==> config.mk <==
export PLATFORM = sky130hd
export DESIGN_NAME = bbm_top
export DESIGN_NICKNAME = d
export VERILOG_FILES = /design/src/logic/bbm_pkg.sv /design/src/logic/bbm_overlap.sv /design/src/logic/bbm_top.sv
export SDC_FILE = /design/constraint.sdc
export NUM_CORES = 1
export LEC_CHECK = 0
export ABC_AREA = 1
export BUFFER_PORTS_ARGS = -buffer_cell sky130_fd_sc_hd__clkbuf_2
export CAP_MARGIN = 30
export CORE_ASPECT_RATIO = 0.7
export CORE_MARGIN = 4
export CORE_UTILIZATION = 45
export DETAILED_ROUTE_END_ITERATION = 7
export GPL_ROUTABILITY_DRIVEN = 0
export PLACE_DENSITY = 0.79
export REMOVE_ABC_BUFFERS = 1
export SYNTH_ARGS = -nofsm -noshare
export SYNTH_HDL_FRONTEND = slang
export SYNTH_SLANG_ARGS = --single-unit
export TNS_END_PERCENT = 20
==> constraint.sdc <==
create_clock -name clk_i -period 2.5 [get_ports clk_i]
set_input_delay 0.375 -clock clk_i [delete_from_list [all_inputs] [get_ports clk_i]]
set_output_delay 0.375 -clock clk_i [all_outputs]
set_load 0.05 [all_outputs]
==> src/logic/bbm_pkg.sv <==
// Purpose: Shared constants for the bus breakpoint matcher.
// Assumes: 32-bit classic Wishbone register port, byte addresses.
// Notes: Field positions follow the match control register layout.
package bbm_pkg;
   // ----------------------------------------------------------------
   // Register byte offsets
   // ----------------------------------------------------------------
   localparam logic [7:0] ADDR_OFS = 8'h00;
   localparam logic [7:0] CTRL_OFS = 8'h04;
   localparam logic [7:0] IRQ_STAT_OFS = 8'h08;
   localparam logic [7:0] IRQ_MASK_OFS = 8'h0c;
   localparam logic [7:0] OPTION_OFS = 8'h10;
   localparam logic [7:0] LIVE_OFS = 8'h14;

   // ----------------------------------------------------------------
   // Control register fields
   // ----------------------------------------------------------------
   localparam int CTRL_VALID_BIT = 0;
   localparam int CTRL_SPACE_LSB = 1;
   localparam int CTRL_SPACE_MSB = 9;
   localparam int CTRL_BLK_LSB = 10;
   localparam int CTRL_BLK_MSB = 11;
   localparam int CTRL_INV_BIT = 12;
   localparam int CTRL_WIDTH_LSB = 13;
   localparam int CTRL_WIDTH_MSB = 14;
   localparam int CTRL_IGN_BIT = 15;
   localparam int CTRL_DIR_LSB = 16;
   localparam int CTRL_DIR_MSB = 17;
   localparam int CTRL_BUS_BIT = 18;
   localparam logic [31:0] CTRL_WR_MASK = 32'h000f_ffff;
   localparam int OPT_TT_BIT = 0;
   localparam int IRQ_BREAK_BIT = 0;

   // ----------------------------------------------------------------
   // Reset values
   // ----------------------------------------------------------------
   localparam logic [31:0] CTRL_RESET = 32'h0000_0000;
   localparam logic [31:0] ADDR_RESET = 32'h0000_0000;
   localparam logic IRQ_RESET = 1'b0;
   localparam logic OPT_RESET = 1'b0;

   // ----------------------------------------------------------------
   // Encodings
   // ----------------------------------------------------------------
   localparam logic [1:0] DIR_READ = 2'h0;
   localparam logic [1:0] DIR_WRITE = 2'h1;
   localparam logic [1:0] DIR_BOTH = 2'h2;
   localparam logic [1:0] WID_LONG = 2'h0;
   localparam logic [1:0] WID_BYTE = 2'h1;
   localparam logic [1:0] WID_WORD = 2'h2;
   localparam logic [1:0] WID_TRIPLE = 2'h3;
   localparam logic [1:0] BLK_FULL = 2'h0;
   localparam logic [1:0] BLK_2K = 2'h1;
   localparam logic [1:0] BLK_8K = 2'h2;
   localparam logic [1:0] BLK_32K = 2'h3;
   localparam logic [31:0] BLK_2K_MASK = 32'hffff_f800;
   localparam logic [31:0] BLK_8K_MASK = 32'hffff_e000;
   localparam logic [31:0] BLK_32K_MASK = 32'hffff_8000;
   localparam logic [31:0] LOW2_MASK = 32'hffff_fffc;
   localparam logic [31:0] FULL_MASK = 32'hffff_ffff;
   localparam logic [3:0] SPACE_DMA_IDX = 4'h8;
   localparam logic [3:0] SPACE_ACK_IDX = 4'h7;
   localparam logic [1:0] KIND_NORMAL = 2'h0;
   localparam logic [1:0] KIND_ACK = 2'h3;
   localparam logic [2:0] MOD_NONE = 3'h7;

   typedef enum logic [1:0] {
      BBM_BUS_IDLE = 2'b00,
      BBM_BUS_ACK = 2'b01
   } bbm_bus_e;
endpackage

==> src/logic/bbm_overlap.sv <==
// Purpose: Fixed overlap decode used when the access width is ignored.
// Assumes: Inputs are stable within the watched cycle.
// Notes: Purely combinational; the caller registers the result.
`timescale 1ns/1ps
module bbm_overlap (
   input wire logic [1:0] prog_low_i, // Programmed low address bits
   input wire logic [1:0] cyc_low_i, // Cycle low address bits
   input wire logic [1:0] width_i, // Cycle width code
   output logic hit_o // Programmed location is touched
);
   always_comb
   begin
      hit_o = 1'b0;
      case (prog_low_i)
         2'h0: hit_o = (cyc_low_i == 2'h0);
         2'h1:
         begin
            if (cyc_low_i == 2'h0)
            begin
               hit_o = (width_i != bbm_pkg::WID_BYTE);
            end
            else
            begin
               hit_o = 1'b1;
            end
         end
         2'h2:
         begin
            case (cyc_low_i)
               2'h0: hit_o = (width_i == bbm_pkg::WID_LONG) || (width_i == bbm_pkg::WID_TRIPLE);
               2'h1: hit_o = (width_i != bbm_pkg::WID_BYTE);
               2'h2: hit_o = 1'b1;
               default: hit_o = 1'b0;
            endcase
         end
         default:
         begin
            // Offset three: only widths that reach the last byte
            case (cyc_low_i)
               2'h0: hit_o = (width_i == bbm_pkg::WID_LONG);
               2'h1: hit_o = (width_i == bbm_pkg::WID_LONG) || (width_i == bbm_pkg::WID_TRIPLE);
               2'h2: hit_o = (width_i != bbm_pkg::WID_BYTE);
               default: hit_o = 1'b1;
            endcase
         end
      endcase
   end
endmodule // bbm_overlap

==> src/logic/bbm_top.sv <==
// Purpose: Breakpoint matcher watching internal or external bus cycles.
// Assumes: Watched bus inputs synchronous to clk_i; Wishbone classic slave.
// Notes: Break request is registered, so it trails the cycle by one clock.
//
// The Wishbone interface to the registers and the register offsets were left to the implementer.
`timescale 1ns/1ps
// Overview of operation
// - Direction code: 00 reads, 01 writes, 10 both; 11 never matches.
// - Width-ignore clear: cycle width must equal the programmed width code.
// - Width-ignore set: break when accessed bytes overlap the programmed location; offset 01 also hits any cycle at 10 or 11.
// - Width codes: 00 long, 01 byte, 10 word, 11 three bytes.
// - Exact width compare only with full-address matching selected.
// - Overlap decode from low address bits and width; offset 00 hits only 00.
// - Programmed offset 11 hits per fixed decode, never bytes elsewhere.
// - Invert with block mask: break on addresses outside the block.
// - Invert ignored with full-address matching.
// - Block size excludes bits 10:0, 12:0 or 14:0, or none.
// - Space exclude bit set blocks matches for its function code.
// - Space exclude bit clear allows matches in that space.
// - Transfer-kind cycles: bit 7 acknowledge, bits 6:0 modifiers, bit 8 unused.
// - No break unless the contents-valid bit is set.
// - The full 32-bit programmed address is the compare value.
// - External bus: low two bits excluded, width treated as ignored.
// - Reset clears every control field, disabling matching.
module bbm_top (
   input wire logic clk_i, // System clock, 40 MHz
   input wire logic rst_i, // Synchronous reset, active high
   input wire logic wb_cyc_i, // Wishbone cycle
   input wire logic wb_stb_i, // Wishbone strobe
   input wire logic wb_we_i, // Wishbone write enable
   input wire logic [7:0] wb_adr_i, // Wishbone byte address
   input wire logic [3:0] wb_sel_i, // Wishbone byte selects
   input wire logic [31:0] wb_dat_i, // Wishbone write data
   output logic [31:0] wb_dat_o, // Wishbone read data
   output logic wb_ack_o, // Wishbone acknowledge
   input wire logic int_cyc_i, // Internal bus cycle active
   input wire logic [31:0] int_addr_i, // Internal bus address
   input wire logic int_write_i, // Internal bus write
   input wire logic [1:0] int_width_i, // Internal bus width code
   input wire logic [3:0] int_fc_i, // Internal bus function code
   input wire logic ext_cyc_i, // External bus cycle active
   input wire logic [31:0] ext_addr_i, // External bus address
   input wire logic ext_write_i, // External bus write
   input wire logic [1:0] ext_width_i, // External bus width code
   input wire logic [3:0] ext_fc_i, // External bus function code
   input wire logic [1:0] ext_kind_i, // External transfer kind
   input wire logic [2:0] ext_mod_i, // External transfer modifier
   output logic break_request_o, // Break request, active high
   output logic irq_o // Interrupt, level, active high
);
   // ----------------------------------------------------------------
   // Registers
   // ----------------------------------------------------------------
   logic [31:0] match_address_reg_q;
   logic [31:0] match_control_reg_q;
   logic tt_style_q;
   logic irq_stat_q;
   logic irq_stat_d;
   logic irq_mask_q;
   logic irq_mask_d;
   logic irq_q;
   logic break_q;
   logic ack_q;
   logic [31:0] rdata_q;
   bbm_pkg::bbm_bus_e bus_q;

   // ----------------------------------------------------------------
   // Control fields
   // ----------------------------------------------------------------
   logic ctrl_valid;
   logic [8:0] space_exclude_bits;
   logic [1:0] block_size_sel;
   logic invert_block_match;
   logic [1:0] width_code;
   logic ignore_access_width;
   logic [1:0] cycle_dir_sel;
   logic internal_bus;

   assign ctrl_valid = match_control_reg_q[bbm_pkg::CTRL_VALID_BIT];
   assign space_exclude_bits = match_control_reg_q[bbm_pkg::CTRL_SPACE_MSB:bbm_pkg::CTRL_SPACE_LSB];
   assign block_size_sel = match_control_reg_q[bbm_pkg::CTRL_BLK_MSB:bbm_pkg::CTRL_BLK_LSB];
   assign invert_block_match = match_control_reg_q[bbm_pkg::CTRL_INV_BIT];
   assign width_code = match_control_reg_q[bbm_pkg::CTRL_WIDTH_MSB:bbm_pkg::CTRL_WIDTH_LSB];
   assign ignore_access_width = match_control_reg_q[bbm_pkg::CTRL_IGN_BIT];
   assign cycle_dir_sel = match_control_reg_q[bbm_pkg::CTRL_DIR_MSB:bbm_pkg::CTRL_DIR_LSB];
   assign internal_bus = !match_control_reg_q[bbm_pkg::CTRL_BUS_BIT];

   // ----------------------------------------------------------------
   // Watched bus selection
   // ----------------------------------------------------------------
   logic w_cyc;
   logic [31:0] w_addr;
   logic w_write;
   logic [1:0] w_width;
   logic [3:0] w_fc;

   assign w_cyc = internal_bus ? int_cyc_i : ext_cyc_i;
   assign w_addr = internal_bus ? int_addr_i : ext_addr_i;
   assign w_write = internal_bus ? int_write_i : ext_write_i;
   assign w_width = internal_bus ? int_width_i : ext_width_i;
   assign w_fc = internal_bus ? int_fc_i : ext_fc_i;

   // ----------------------------------------------------------------
   // Match decision
   // ----------------------------------------------------------------
   logic ignore_eff;
   logic [31:0] cmp_mask;
   logic addr_hit;
   logic addr_term;
   logic overlap_hit;
   logic width_ok;
   logic dir_ok;
   logic [3:0] space_idx;
   logic space_has_bit;
   logic space_ok;
   logic match;

   // External bus has no meaningful low address bits for sizing
   assign ignore_eff = ignore_access_width || !internal_bus;

   always_comb
   begin
      case (block_size_sel)
         bbm_pkg::BLK_2K: cmp_mask = bbm_pkg::BLK_2K_MASK;
         bbm_pkg::BLK_8K: cmp_mask = bbm_pkg::BLK_8K_MASK;
         bbm_pkg::BLK_32K: cmp_mask = bbm_pkg::BLK_32K_MASK;
         default: cmp_mask = ignore_eff ? bbm_pkg::LOW2_MASK : bbm_pkg::FULL_MASK;
      endcase
   end

   assign addr_hit = ((w_addr ^ match_address_reg_q) & cmp_mask) == 32'h0000_0000;
   // Inversion only ever applies to a masked block compare
   assign addr_term = ((block_size_sel != bbm_pkg::BLK_FULL) && invert_block_match) ? !addr_hit : addr_hit;

   bbm_overlap u_overlap (
      .prog_low_i(match_address_reg_q[1:0]),
      .cyc_low_i(w_addr[1:0]),
      .width_i(w_width),
      .hit_o(overlap_hit)
   );

   always_comb
   begin
      if (block_size_sel != bbm_pkg::BLK_FULL)
      begin
         width_ok = 1'b1;
      end
      else if (ignore_eff)
      begin
         width_ok = overlap_hit;
      end
      else
      begin
         // Low bits already compared exactly through the address
         width_ok = (w_width == width_code);
      end
   end

   always_comb
   begin
      case (cycle_dir_sel)
         bbm_pkg::DIR_READ: dir_ok = !w_write;
         bbm_pkg::DIR_WRITE: dir_ok = w_write;
         bbm_pkg::DIR_BOTH: dir_ok = 1'b1;
         default: dir_ok = 1'b0;
      endcase
   end

   always_comb
   begin
      space_idx = bbm_pkg::SPACE_DMA_IDX;
      space_has_bit = 1'b1;
      if (!internal_bus && tt_style_q)
      begin
         if (ext_kind_i == bbm_pkg::KIND_ACK)
         begin
            space_idx = bbm_pkg::SPACE_ACK_IDX;
         end
         else if ((ext_kind_i == bbm_pkg::KIND_NORMAL) && (ext_mod_i != bbm_pkg::MOD_NONE))
         begin
            space_idx = {1'b0, ext_mod_i};
         end
         else
         begin
            space_has_bit = 1'b0;
         end
      end
      else if (!w_fc[3])
      begin
         space_idx = {1'b0, w_fc[2:0]};
      end
   end

   assign space_ok = !(space_has_bit && space_exclude_bits[space_idx]);
   assign match = ctrl_valid && w_cyc && dir_ok && space_ok && addr_term && width_ok;

   // ----------------------------------------------------------------
   // Break request
   // ----------------------------------------------------------------
   always_ff @(posedge clk_i)
   begin
      if (rst_i)
      begin
         break_q <= 1'b0;
      end
      else
      begin
         break_q <= match;
      end
   end

   assign break_request_o = break_q;

   // ----------------------------------------------------------------
   // Wishbone slave
   // ----------------------------------------------------------------
   logic req;
   logic wr_req;
   logic [31:0] wmask;

   assign req = wb_cyc_i && wb_stb_i && (bus_q == bbm_pkg::BBM_BUS_IDLE);
   assign wr_req = req && wb_we_i;
   assign wmask = {{8{wb_sel_i[3]}}, {8{wb_sel_i[2]}}, {8{wb_sel_i[1]}}, {8{wb_sel_i[0]}}};

   // One request per strobe; ack drops in the cycle after it is given
   always_ff @(posedge clk_i)
   begin
      if (rst_i)
      begin
         bus_q <= bbm_pkg::BBM_BUS_IDLE;
         ack_q <= 1'b0;
      end
      else
      begin
         case (bus_q)
            bbm_pkg::BBM_BUS_IDLE:
            begin
               ack_q <= req;
               if (req)
               begin
                  bus_q <= bbm_pkg::BBM_BUS_ACK;
               end
            end
            default:
            begin
               ack_q <= 1'b0;
               bus_q <= bbm_pkg::BBM_BUS_IDLE;
            end
         endcase
      end
   end

   always_ff @(posedge clk_i)
   begin
      if (rst_i)
      begin
         match_address_reg_q <= bbm_pkg::ADDR_RESET;
      end
      else if (wr_req && (wb_adr_i == bbm_pkg::ADDR_OFS))
      begin
         match_address_reg_q <= (match_address_reg_q & ~wmask) | (wb_dat_i & wmask);
      end
   end

   always_ff @(posedge clk_i)
   begin
      if (rst_i)
      begin
         match_control_reg_q <= bbm_pkg::CTRL_RESET;
      end
      else if (wr_req && (wb_adr_i == bbm_pkg::CTRL_OFS))
      begin
         match_control_reg_q <= ((match_control_reg_q & ~wmask) | (wb_dat_i & wmask)) & bbm_pkg::CTRL_WR_MASK;
      end
   end

   always_ff @(posedge clk_i)
   begin
      if (rst_i)
      begin
         tt_style_q <= bbm_pkg::OPT_RESET;
      end
      else if (wr_req && (wb_adr_i == bbm_pkg::OPTION_OFS) && wb_sel_i[0])
      begin
         tt_style_q <= wb_dat_i[bbm_pkg::OPT_TT_BIT];
      end
   end

   always_ff @(posedge clk_i)
   begin
      if (rst_i)
      begin
         rdata_q <= 32'h0000_0000;
      end
      else if (req && !wb_we_i)
      begin
         case (wb_adr_i)
            bbm_pkg::ADDR_OFS: rdata_q <= match_address_reg_q;
            bbm_pkg::CTRL_OFS: rdata_q <= match_control_reg_q;
            bbm_pkg::IRQ_STAT_OFS: rdata_q <= {31'h0, irq_stat_q};
            bbm_pkg::IRQ_MASK_OFS: rdata_q <= {31'h0, irq_mask_q};
            bbm_pkg::OPTION_OFS: rdata_q <= {31'h0, tt_style_q};
            bbm_pkg::LIVE_OFS: rdata_q <= {31'h0, break_q};
            default: rdata_q <= 32'h0000_0000;
         endcase
      end
   end

   assign wb_dat_o = rdata_q;
   assign wb_ack_o = ack_q;

   // ----------------------------------------------------------------
   // Interrupt
   // ----------------------------------------------------------------
   logic break_rise;
   logic clr_hit;

   assign break_rise = match && !break_q;
   assign clr_hit = wr_req && (wb_adr_i == bbm_pkg::IRQ_STAT_OFS) && wb_sel_i[0] && wb_dat_i[bbm_pkg::IRQ_BREAK_BIT];

   // A new break in the clearing cycle survives the clear
   always_comb
   begin
      irq_stat_d = break_rise || (irq_stat_q && !clr_hit);
      irq_mask_d = irq_mask_q;
      if (wr_req && (wb_adr_i == bbm_pkg::IRQ_MASK_OFS) && wb_sel_i[0])
      begin
         irq_mask_d = wb_dat_i[bbm_pkg::IRQ_BREAK_BIT];
      end
   end

   always_ff @(posedge clk_i)
   begin
      if (rst_i)
      begin
         irq_stat_q <= bbm_pkg::IRQ_RESET;
         irq_mask_q <= bbm_pkg::IRQ_RESET;
         irq_q <= 1'b0;
      end
      else
      begin
         irq_stat_q <= irq_stat_d;
         irq_mask_q <= irq_mask_d;
         irq_q <= irq_stat_d && irq_mask_d;
      end
   end

   assign irq_o = irq_q;

   // ----------------------------------------------------------------
   // Checks
   // ----------------------------------------------------------------
   valid_gate_a: assert property (@(posedge clk_i) disable iff (rst_i) !ctrl_valid |=> !break_q)
      else $error("break without valid bit");
   read_only_a: assert property (@(posedge clk_i) disable iff (rst_i)
      (cycle_dir_sel == bbm_pkg::DIR_READ) && w_write |=> !break_q)
      else $error("break on write in read-only mode");
   write_only_a: assert property (@(posedge clk_i) disable iff (rst_i)
      (cycle_dir_sel == bbm_pkg::DIR_WRITE) && !w_write |=> !break_q)
      else $error("break on read in write-only mode");
   cycle_end_a: assert property (@(posedge clk_i) disable iff (rst_i) $fell(w_cyc) |=> !break_q)
      else $error("break outlives cycle");
   exact_width_a: assert property (@(posedge clk_i) disable iff (rst_i)
      (block_size_sel == bbm_pkg::BLK_FULL) && !ignore_eff && (w_width != width_code) |=> !break_q)
      else $error("break with width mismatch");
   offset_zero_a: assert property (@(posedge clk_i) disable iff (rst_i)
      (block_size_sel == bbm_pkg::BLK_FULL) && ignore_eff && (match_address_reg_q[1:0] == 2'h0)
      && (w_addr[1:0] != 2'h0) |=> !break_q)
      else $error("offset zero hit from other offset");
   invert_block_a: assert property (@(posedge clk_i) disable iff (rst_i)
      (block_size_sel != bbm_pkg::BLK_FULL) && invert_block_match && addr_hit |=> !break_q)
      else $error("inverted match inside block");
   space_block_a: assert property (@(posedge clk_i) disable iff (rst_i)
      internal_bus && w_fc[3] && space_exclude_bits[8] |=> !break_q)
      else $error("break in excluded space");
   full_hit_a: assert property (@(posedge clk_i) disable iff (rst_i)
      ctrl_valid && w_cyc && (cycle_dir_sel == bbm_pkg::DIR_BOTH) && (space_exclude_bits == 9'h000)
      && (block_size_sel == bbm_pkg::BLK_FULL) && !ignore_eff && (w_addr == match_address_reg_q)
      && (w_width == width_code) |=> break_q)
      else $error("missed exact breakpoint");
   reset_clear_a: assert property (@(posedge clk_i) rst_i |=> (match_control_reg_q == 32'h0000_0000))
      else $error("control not cleared by reset");
   ack_pulse_a: assert property (@(posedge clk_i) disable iff (rst_i) ack_q |=> !ack_q)
      else $error("ack held two cycles");
endmodule // bbm_top

Word-level counts from Yosys, hierarchy flattened
Cells that the tools add are included.
{"block": "word_totals", "ff_bits": 91, "in_bits": 134, "out_inout_bits": 35}
{"block": "op_classes", "order_cmp": 1, "n_eq_ne": 19, "n_mux": 26, "n_bitwise": 9, "reduce_logical": 44}
{"operator": "one-hot mux 32 bit (6 select lines)", "count": 1}
{"operator": "AND 32 bit", "count": 3}
{"operator": "one-hot mux 15 bit (3 select lines)", "count": 1}
{"operator": "logical NOT 32 bit", "count": 1}
{"operator": "two-way mux 32 bit", "count": 1}
{"operator": "inverter 32 bit", "count": 1}
{"operator": "bitwise OR 32 bit", "count": 1}
{"operator": "XOR 32 bit", "count": 1}
{"operator": "logical AND 1 bit", "count": 25}
{"operator": "AND 20 bit", "count": 1}
{"operator": "two-way mux 4 bit", "count": 5}
{"operator": "bitwise OR 20 bit", "count": 1}
{"operator": "== test 8 x 4 -> 1 bit, second input constant", "count": 2}
{"operator": "== test 8 x 5 -> 1 bit, second input constant", "count": 2}
{"operator": "== test 2 bit, second input constant", "count": 7}
{"operator": "logical NOT 2 bit", "count": 6}
{"operator": "one-hot mux 1 bit (3 select lines)", "count": 4}
{"operator": "two-way mux 1 bit", "count": 11}
{"operator": "== test 2 x 1 -> 1 bit, second input constant", "count": 4}
{"operator": "== test 8 x 3 -> 1 bit, second input constant", "count": 1}
{"operator": "logical NOT 8 bit", "count": 1}
{"operator": "logical NOT 1 bit", "count": 6}
{"operator": "< comparator 4 x 5 -> 1 bit, second input constant", "count": 1}
{"operator": "binary-select mux 1 bit (select 4 bit)", "count": 1}
{"operator": "other kinds (8)", "count": 11}

Logic depth before layout (Yosys ltp)
{"block": "depth", "word_depth": 15, "depth_mapped": 18, "mapped_depth_nobuf": 16}

By module
From an unflattened synthesis, not the netlist that was laid out.
{"block": "hier_totals", "hier_cells": 820, "hier_area_um2": 5078.6}
{"module": "bbm_top", "instances": 1, "cells_per_inst": 791, "area_each_um2": 4944.7, "seq_area_each_um2": 1821.7}
{"module": "bbm_overlap", "instances": 1, "cells_per_inst": 29, "area_each_um2": 133.9, "seq_area_each_um2": 0.0}

Worst setup path before layout
Ideal clock, no wire load.
{"block": "synth_path", "kind": "reg2reg", "startpoint": "register with a tool-made name", "endpoint": "register irq_stat_q", "setup_time_ps": 70, "arrival_ps": 1905, "t_required_ps": 2430, "path_slack_ps": 525, "stages_incl_launch_ff": 16, "n_path_buf": 2, "synth_period_minus_slack_ps": 1975, "cell_sequence": "dfxtp_1 > buf_6 > buf_6 > o21ai_0 > ha_1 > nand3_1 > nand2_1 > nor2_1 > nor2_1 > nand3_1 > nand2_1 > nand2_1 > nand3_1 > nor2_2 > nand3_1 > a21oi_1"}
{"element": "end signal, assigned", "line_no": "bbm_top.sv:336", "rtl": "irq_stat_q <= bbm_pkg::IRQ_RESET;"}
{"element": "end signal, assigned", "line_no": "bbm_top.sv:342", "rtl": "irq_stat_q <= irq_stat_d;"}
{"element": "end, declared", "line_no": "bbm_top.sv:57", "rtl": "logic irq_stat_q;"}

==> impl_metrics.tcl <==
set metrics [dict create \
    period_needed_ps 2200 \
    timing_worst_setup_path_type "reg2reg" \
    route.antenna.remaining_nets 0 \
    clk_path_buf_depth 2 \
    synth-main-ff-cell "sky130_fd_sc_hd__dfxtp_1" \
    layout.cells.most_common "sky130_fd_sc_hd__nand2_1" \
    cts-buffers-inserted 9 \
    insertedDiodeCount 0 \
    finalSetupViolCount 0 \
    cts_htree_levels 3 \
    final_cell_mix "sky130_fd_sc_hd__nand2_1, sky130_fd_sc_hd__clkbuf_2, sky130_fd_sc_hd__dfxtp_1, sky130_fd_sc_hd__inv_1, sky130_fd_sc_hd__a21oi_1" \
    postCtsSetupRepairBufs 0 \
    detail_route.vias_per_cell 5.06 \
    ctsRootBufferMaster "sky130_fd_sc_hd__clkbuf_16" \
    p_leak_nw 2.97 \
    dp_hpwl_um 11800 \
    fin_worst_skew_ps 6.33 \
    number_of_antenna_violations_at_the_first_check_in_global_routing 0 \
    worstHoldPathType "in2reg" \
    die_width_um 134 \
    layout-area-overhead-vs-synth_pct 25.1 \
    synth_warnings 0 \
    crit_arrival_ps 2460 \
    totalNegativeSetupSlack_ps 0 \
    postCtsResizedCells 0 \
    slowest_delay_ps 520 \
    worst-r2r-setup-slack_ps 300 \
    design.core.area_mm2 0.0106 \
    post_synth_inst_count 812 \
    clk-insertion-delay-late_ps 340 \
    achievable-frequency_mhz 455 \
    critPathRequiredTime_ps 2770 \
    seqCellArea_mm2 0.00182 \
    syn_avg_cell_area_um2 6.19 \
    via_count_of_the_first_global_routing_pass 5021 \
    outcome "finished clean" \
    fin_crit_sh 0.878 \
    worst_hold_path.num_cells 3 \
    holdCritStartpoint "wb_dat_i[7]" \
    crit_path_frequent_cell "sky130_fd_sc_hd__nand2_1" \
    globalRouteTotalUtil 0.235 \
    synth_sequential_area_ratio 0.362 \
    tightest_slew_ps 538 \
    timing.final.max_slew_violations 0 \
    synthDistinctLibCells 30 \
    max_slew_margin 0.640 \
    critical_path.reg2reg.endpoint "irq_o" \
    nets 1108 \
    ys_async_sr_fraction 0 \
    die_height_um 96.4 \
    post_layout_nonfiller_instances 1125 \
    worstPathMaxFanout 29 \
    fraction_of_layout_cells_with_a_size_suffix_above_1 0.221 \
    grt_setup_unrepaired "no" \
    clock_pin_slew_of_the_registers_on_the_worst_case_setup_and_hold_paths_ps 70 \
    worst_r2r_path_depth 15 \
    drt-initial-drc-count 515 \
    wire_per_inst_um 13.8 \
    io_buffer_count 168 \
    die_area_mm2 0.0130 \
    timing.critical_path.to_type "flop" \
    cts_tree "built" \
    max-vdd-ir-drop_uv 348 \
    initial_utilization 0.473 \
    dr.pass1.iters 8 \
    footprint_of_the_multi_input_gates_mm2 0.00268 \
    drcViolationCount 0 \
    synth_enable_flop_cells 0 \
    grt_first_pass_wirelength_um 24400 \
    via_count 5689 \
    placed_cells_incl_taps 1109 \
    io_pins 169 \
    cts_num_sinks 91 \
    routed_wirelength_um 15600 \
    critPathLaunchType "flop" \
    cts-hold-fix-buffers 0 \
    final.fill_count 1092 \
    grt.overflow.total 0 \
    slowest_stage "sky130_fd_sc_hd__dfxtp_2" \
    ordered_cell_list_for_the_critical_path "inv_8, buf_4, nand2_2, nand2_1, nand2_1, nand2_1, nor2_1, nand2_1, nor2_2, nand3_1, nand2_1, nand2_1, nor2_2, nand3_1, a21oi_1" \
    postSynthRegisterBits 91 \
    final_core_utilization 0.592 \
    maxCapViolCount 0 \
    timing_hold_violations_final 0 \
    post_synth_instance_area_mm2 0.00503 \
    grt_start_max_net_pins 39 \
    power_density_mw_per_mm2 506 \
    row_cnt 31 \
]
==> worst max-delay path by stage <==
stage	start	end	slack [ps]	cells after the start
after floorplan	flop	irq_o	-250	13
after global placement	flop	irq_o	370	9
after detailed placement	flop	irq_o	320	15
after CTS	flop	irq_o	300	15
after global routing	flop	irq_o	20	14
final	flop	irq_o	300	15
==> kinds of logic after synthesis <==
logic type | share of synthesized area
adder cells (fa/ha/maj) | 0.00498
flip-flops | 0.362
AND/OR/NAND/NOR | 0.344
XOR/XNOR | 0.00523
AO/OA/AOI/OAI | 0.177
buffers and inverters | 0.106
==> metrics by stage <==
step	hold slack, ps	area (um2)	total power, mW	setup slack [ps]
after floorplan	432	4830	1.62	-254
after global placement	449	5970	1.79	371
after detailed placement	456	5970	1.79	315
after CTS	277	6290	3.20	301
after global routing	286	6290	3.30	19.3
final	289	6290	3.18	304
==> where the power goes <==
| group | total [mW] | internal (mW) | switching, mW |
|---|---|---|---|
| clock | 1.42 | 0.860 | 0.564 |
| sequential | 1.45 | 1.45 | 0.000490 |
| combinational | 0.308 | 0.132 | 0.176 |
| total | 3.18 | 2.44 | 0.740 |
==> per-layer routing <==
| layer | track usage | vias up | routed length, um |
|---|---|---|---|
| met5 | 0 | - | 0 |
| met4 | 0.0280 | 0 | 59 |
| met3 | 0.0549 | 6 | 1470 |
| met2 | 0.359 | 257 | 6500 |
| met1 | 0.349 | 2489 | 7550 |
| li1 | - | 2937 | - |
==> synth_stat cells (all sizes together) (2+ instances only) <==
cell type / count / area [um2]
nand2: 286 / 1100
dfxtp: 91 / 1820
inv: 87 / 334
a21oi: 82 / 410
nand3: 74 / 370
o21ai: 73 / 365
nor2: 53 / 206
clkbuf: 20 / 75.1
buf: 14 / 120
o22ai: 12 / 75.1
nor3: 4 / 25.0
nand4: 3 / 18.8
xor2: 3 / 26.3
ha: 2 / 25.0
o211ai: 2 / 15.0
==> critical path, delay by kind of cell, from the launching register on <==
family	cells	cell delay, ps
and+or+nand+nor	12	1060
DFF	1	520
buffers and inverters	2	400
AOI/OAI and AO/OA	1	140
==> cell type report <==
class | instances | share of cell area
Multi-Input combinational cell | 599 | 0.425
Sequential cell | 91 | 0.290
Timing Repair Buffer | 183 | 0.152
Inverter | 88 | 0.0537
Clock buffer | 13 | 0.0430
Tap cell | 148 | 0.0294
Clock inverter | 3 | 0.00696
Note: power is estimated with default switching activity, not from simulation.
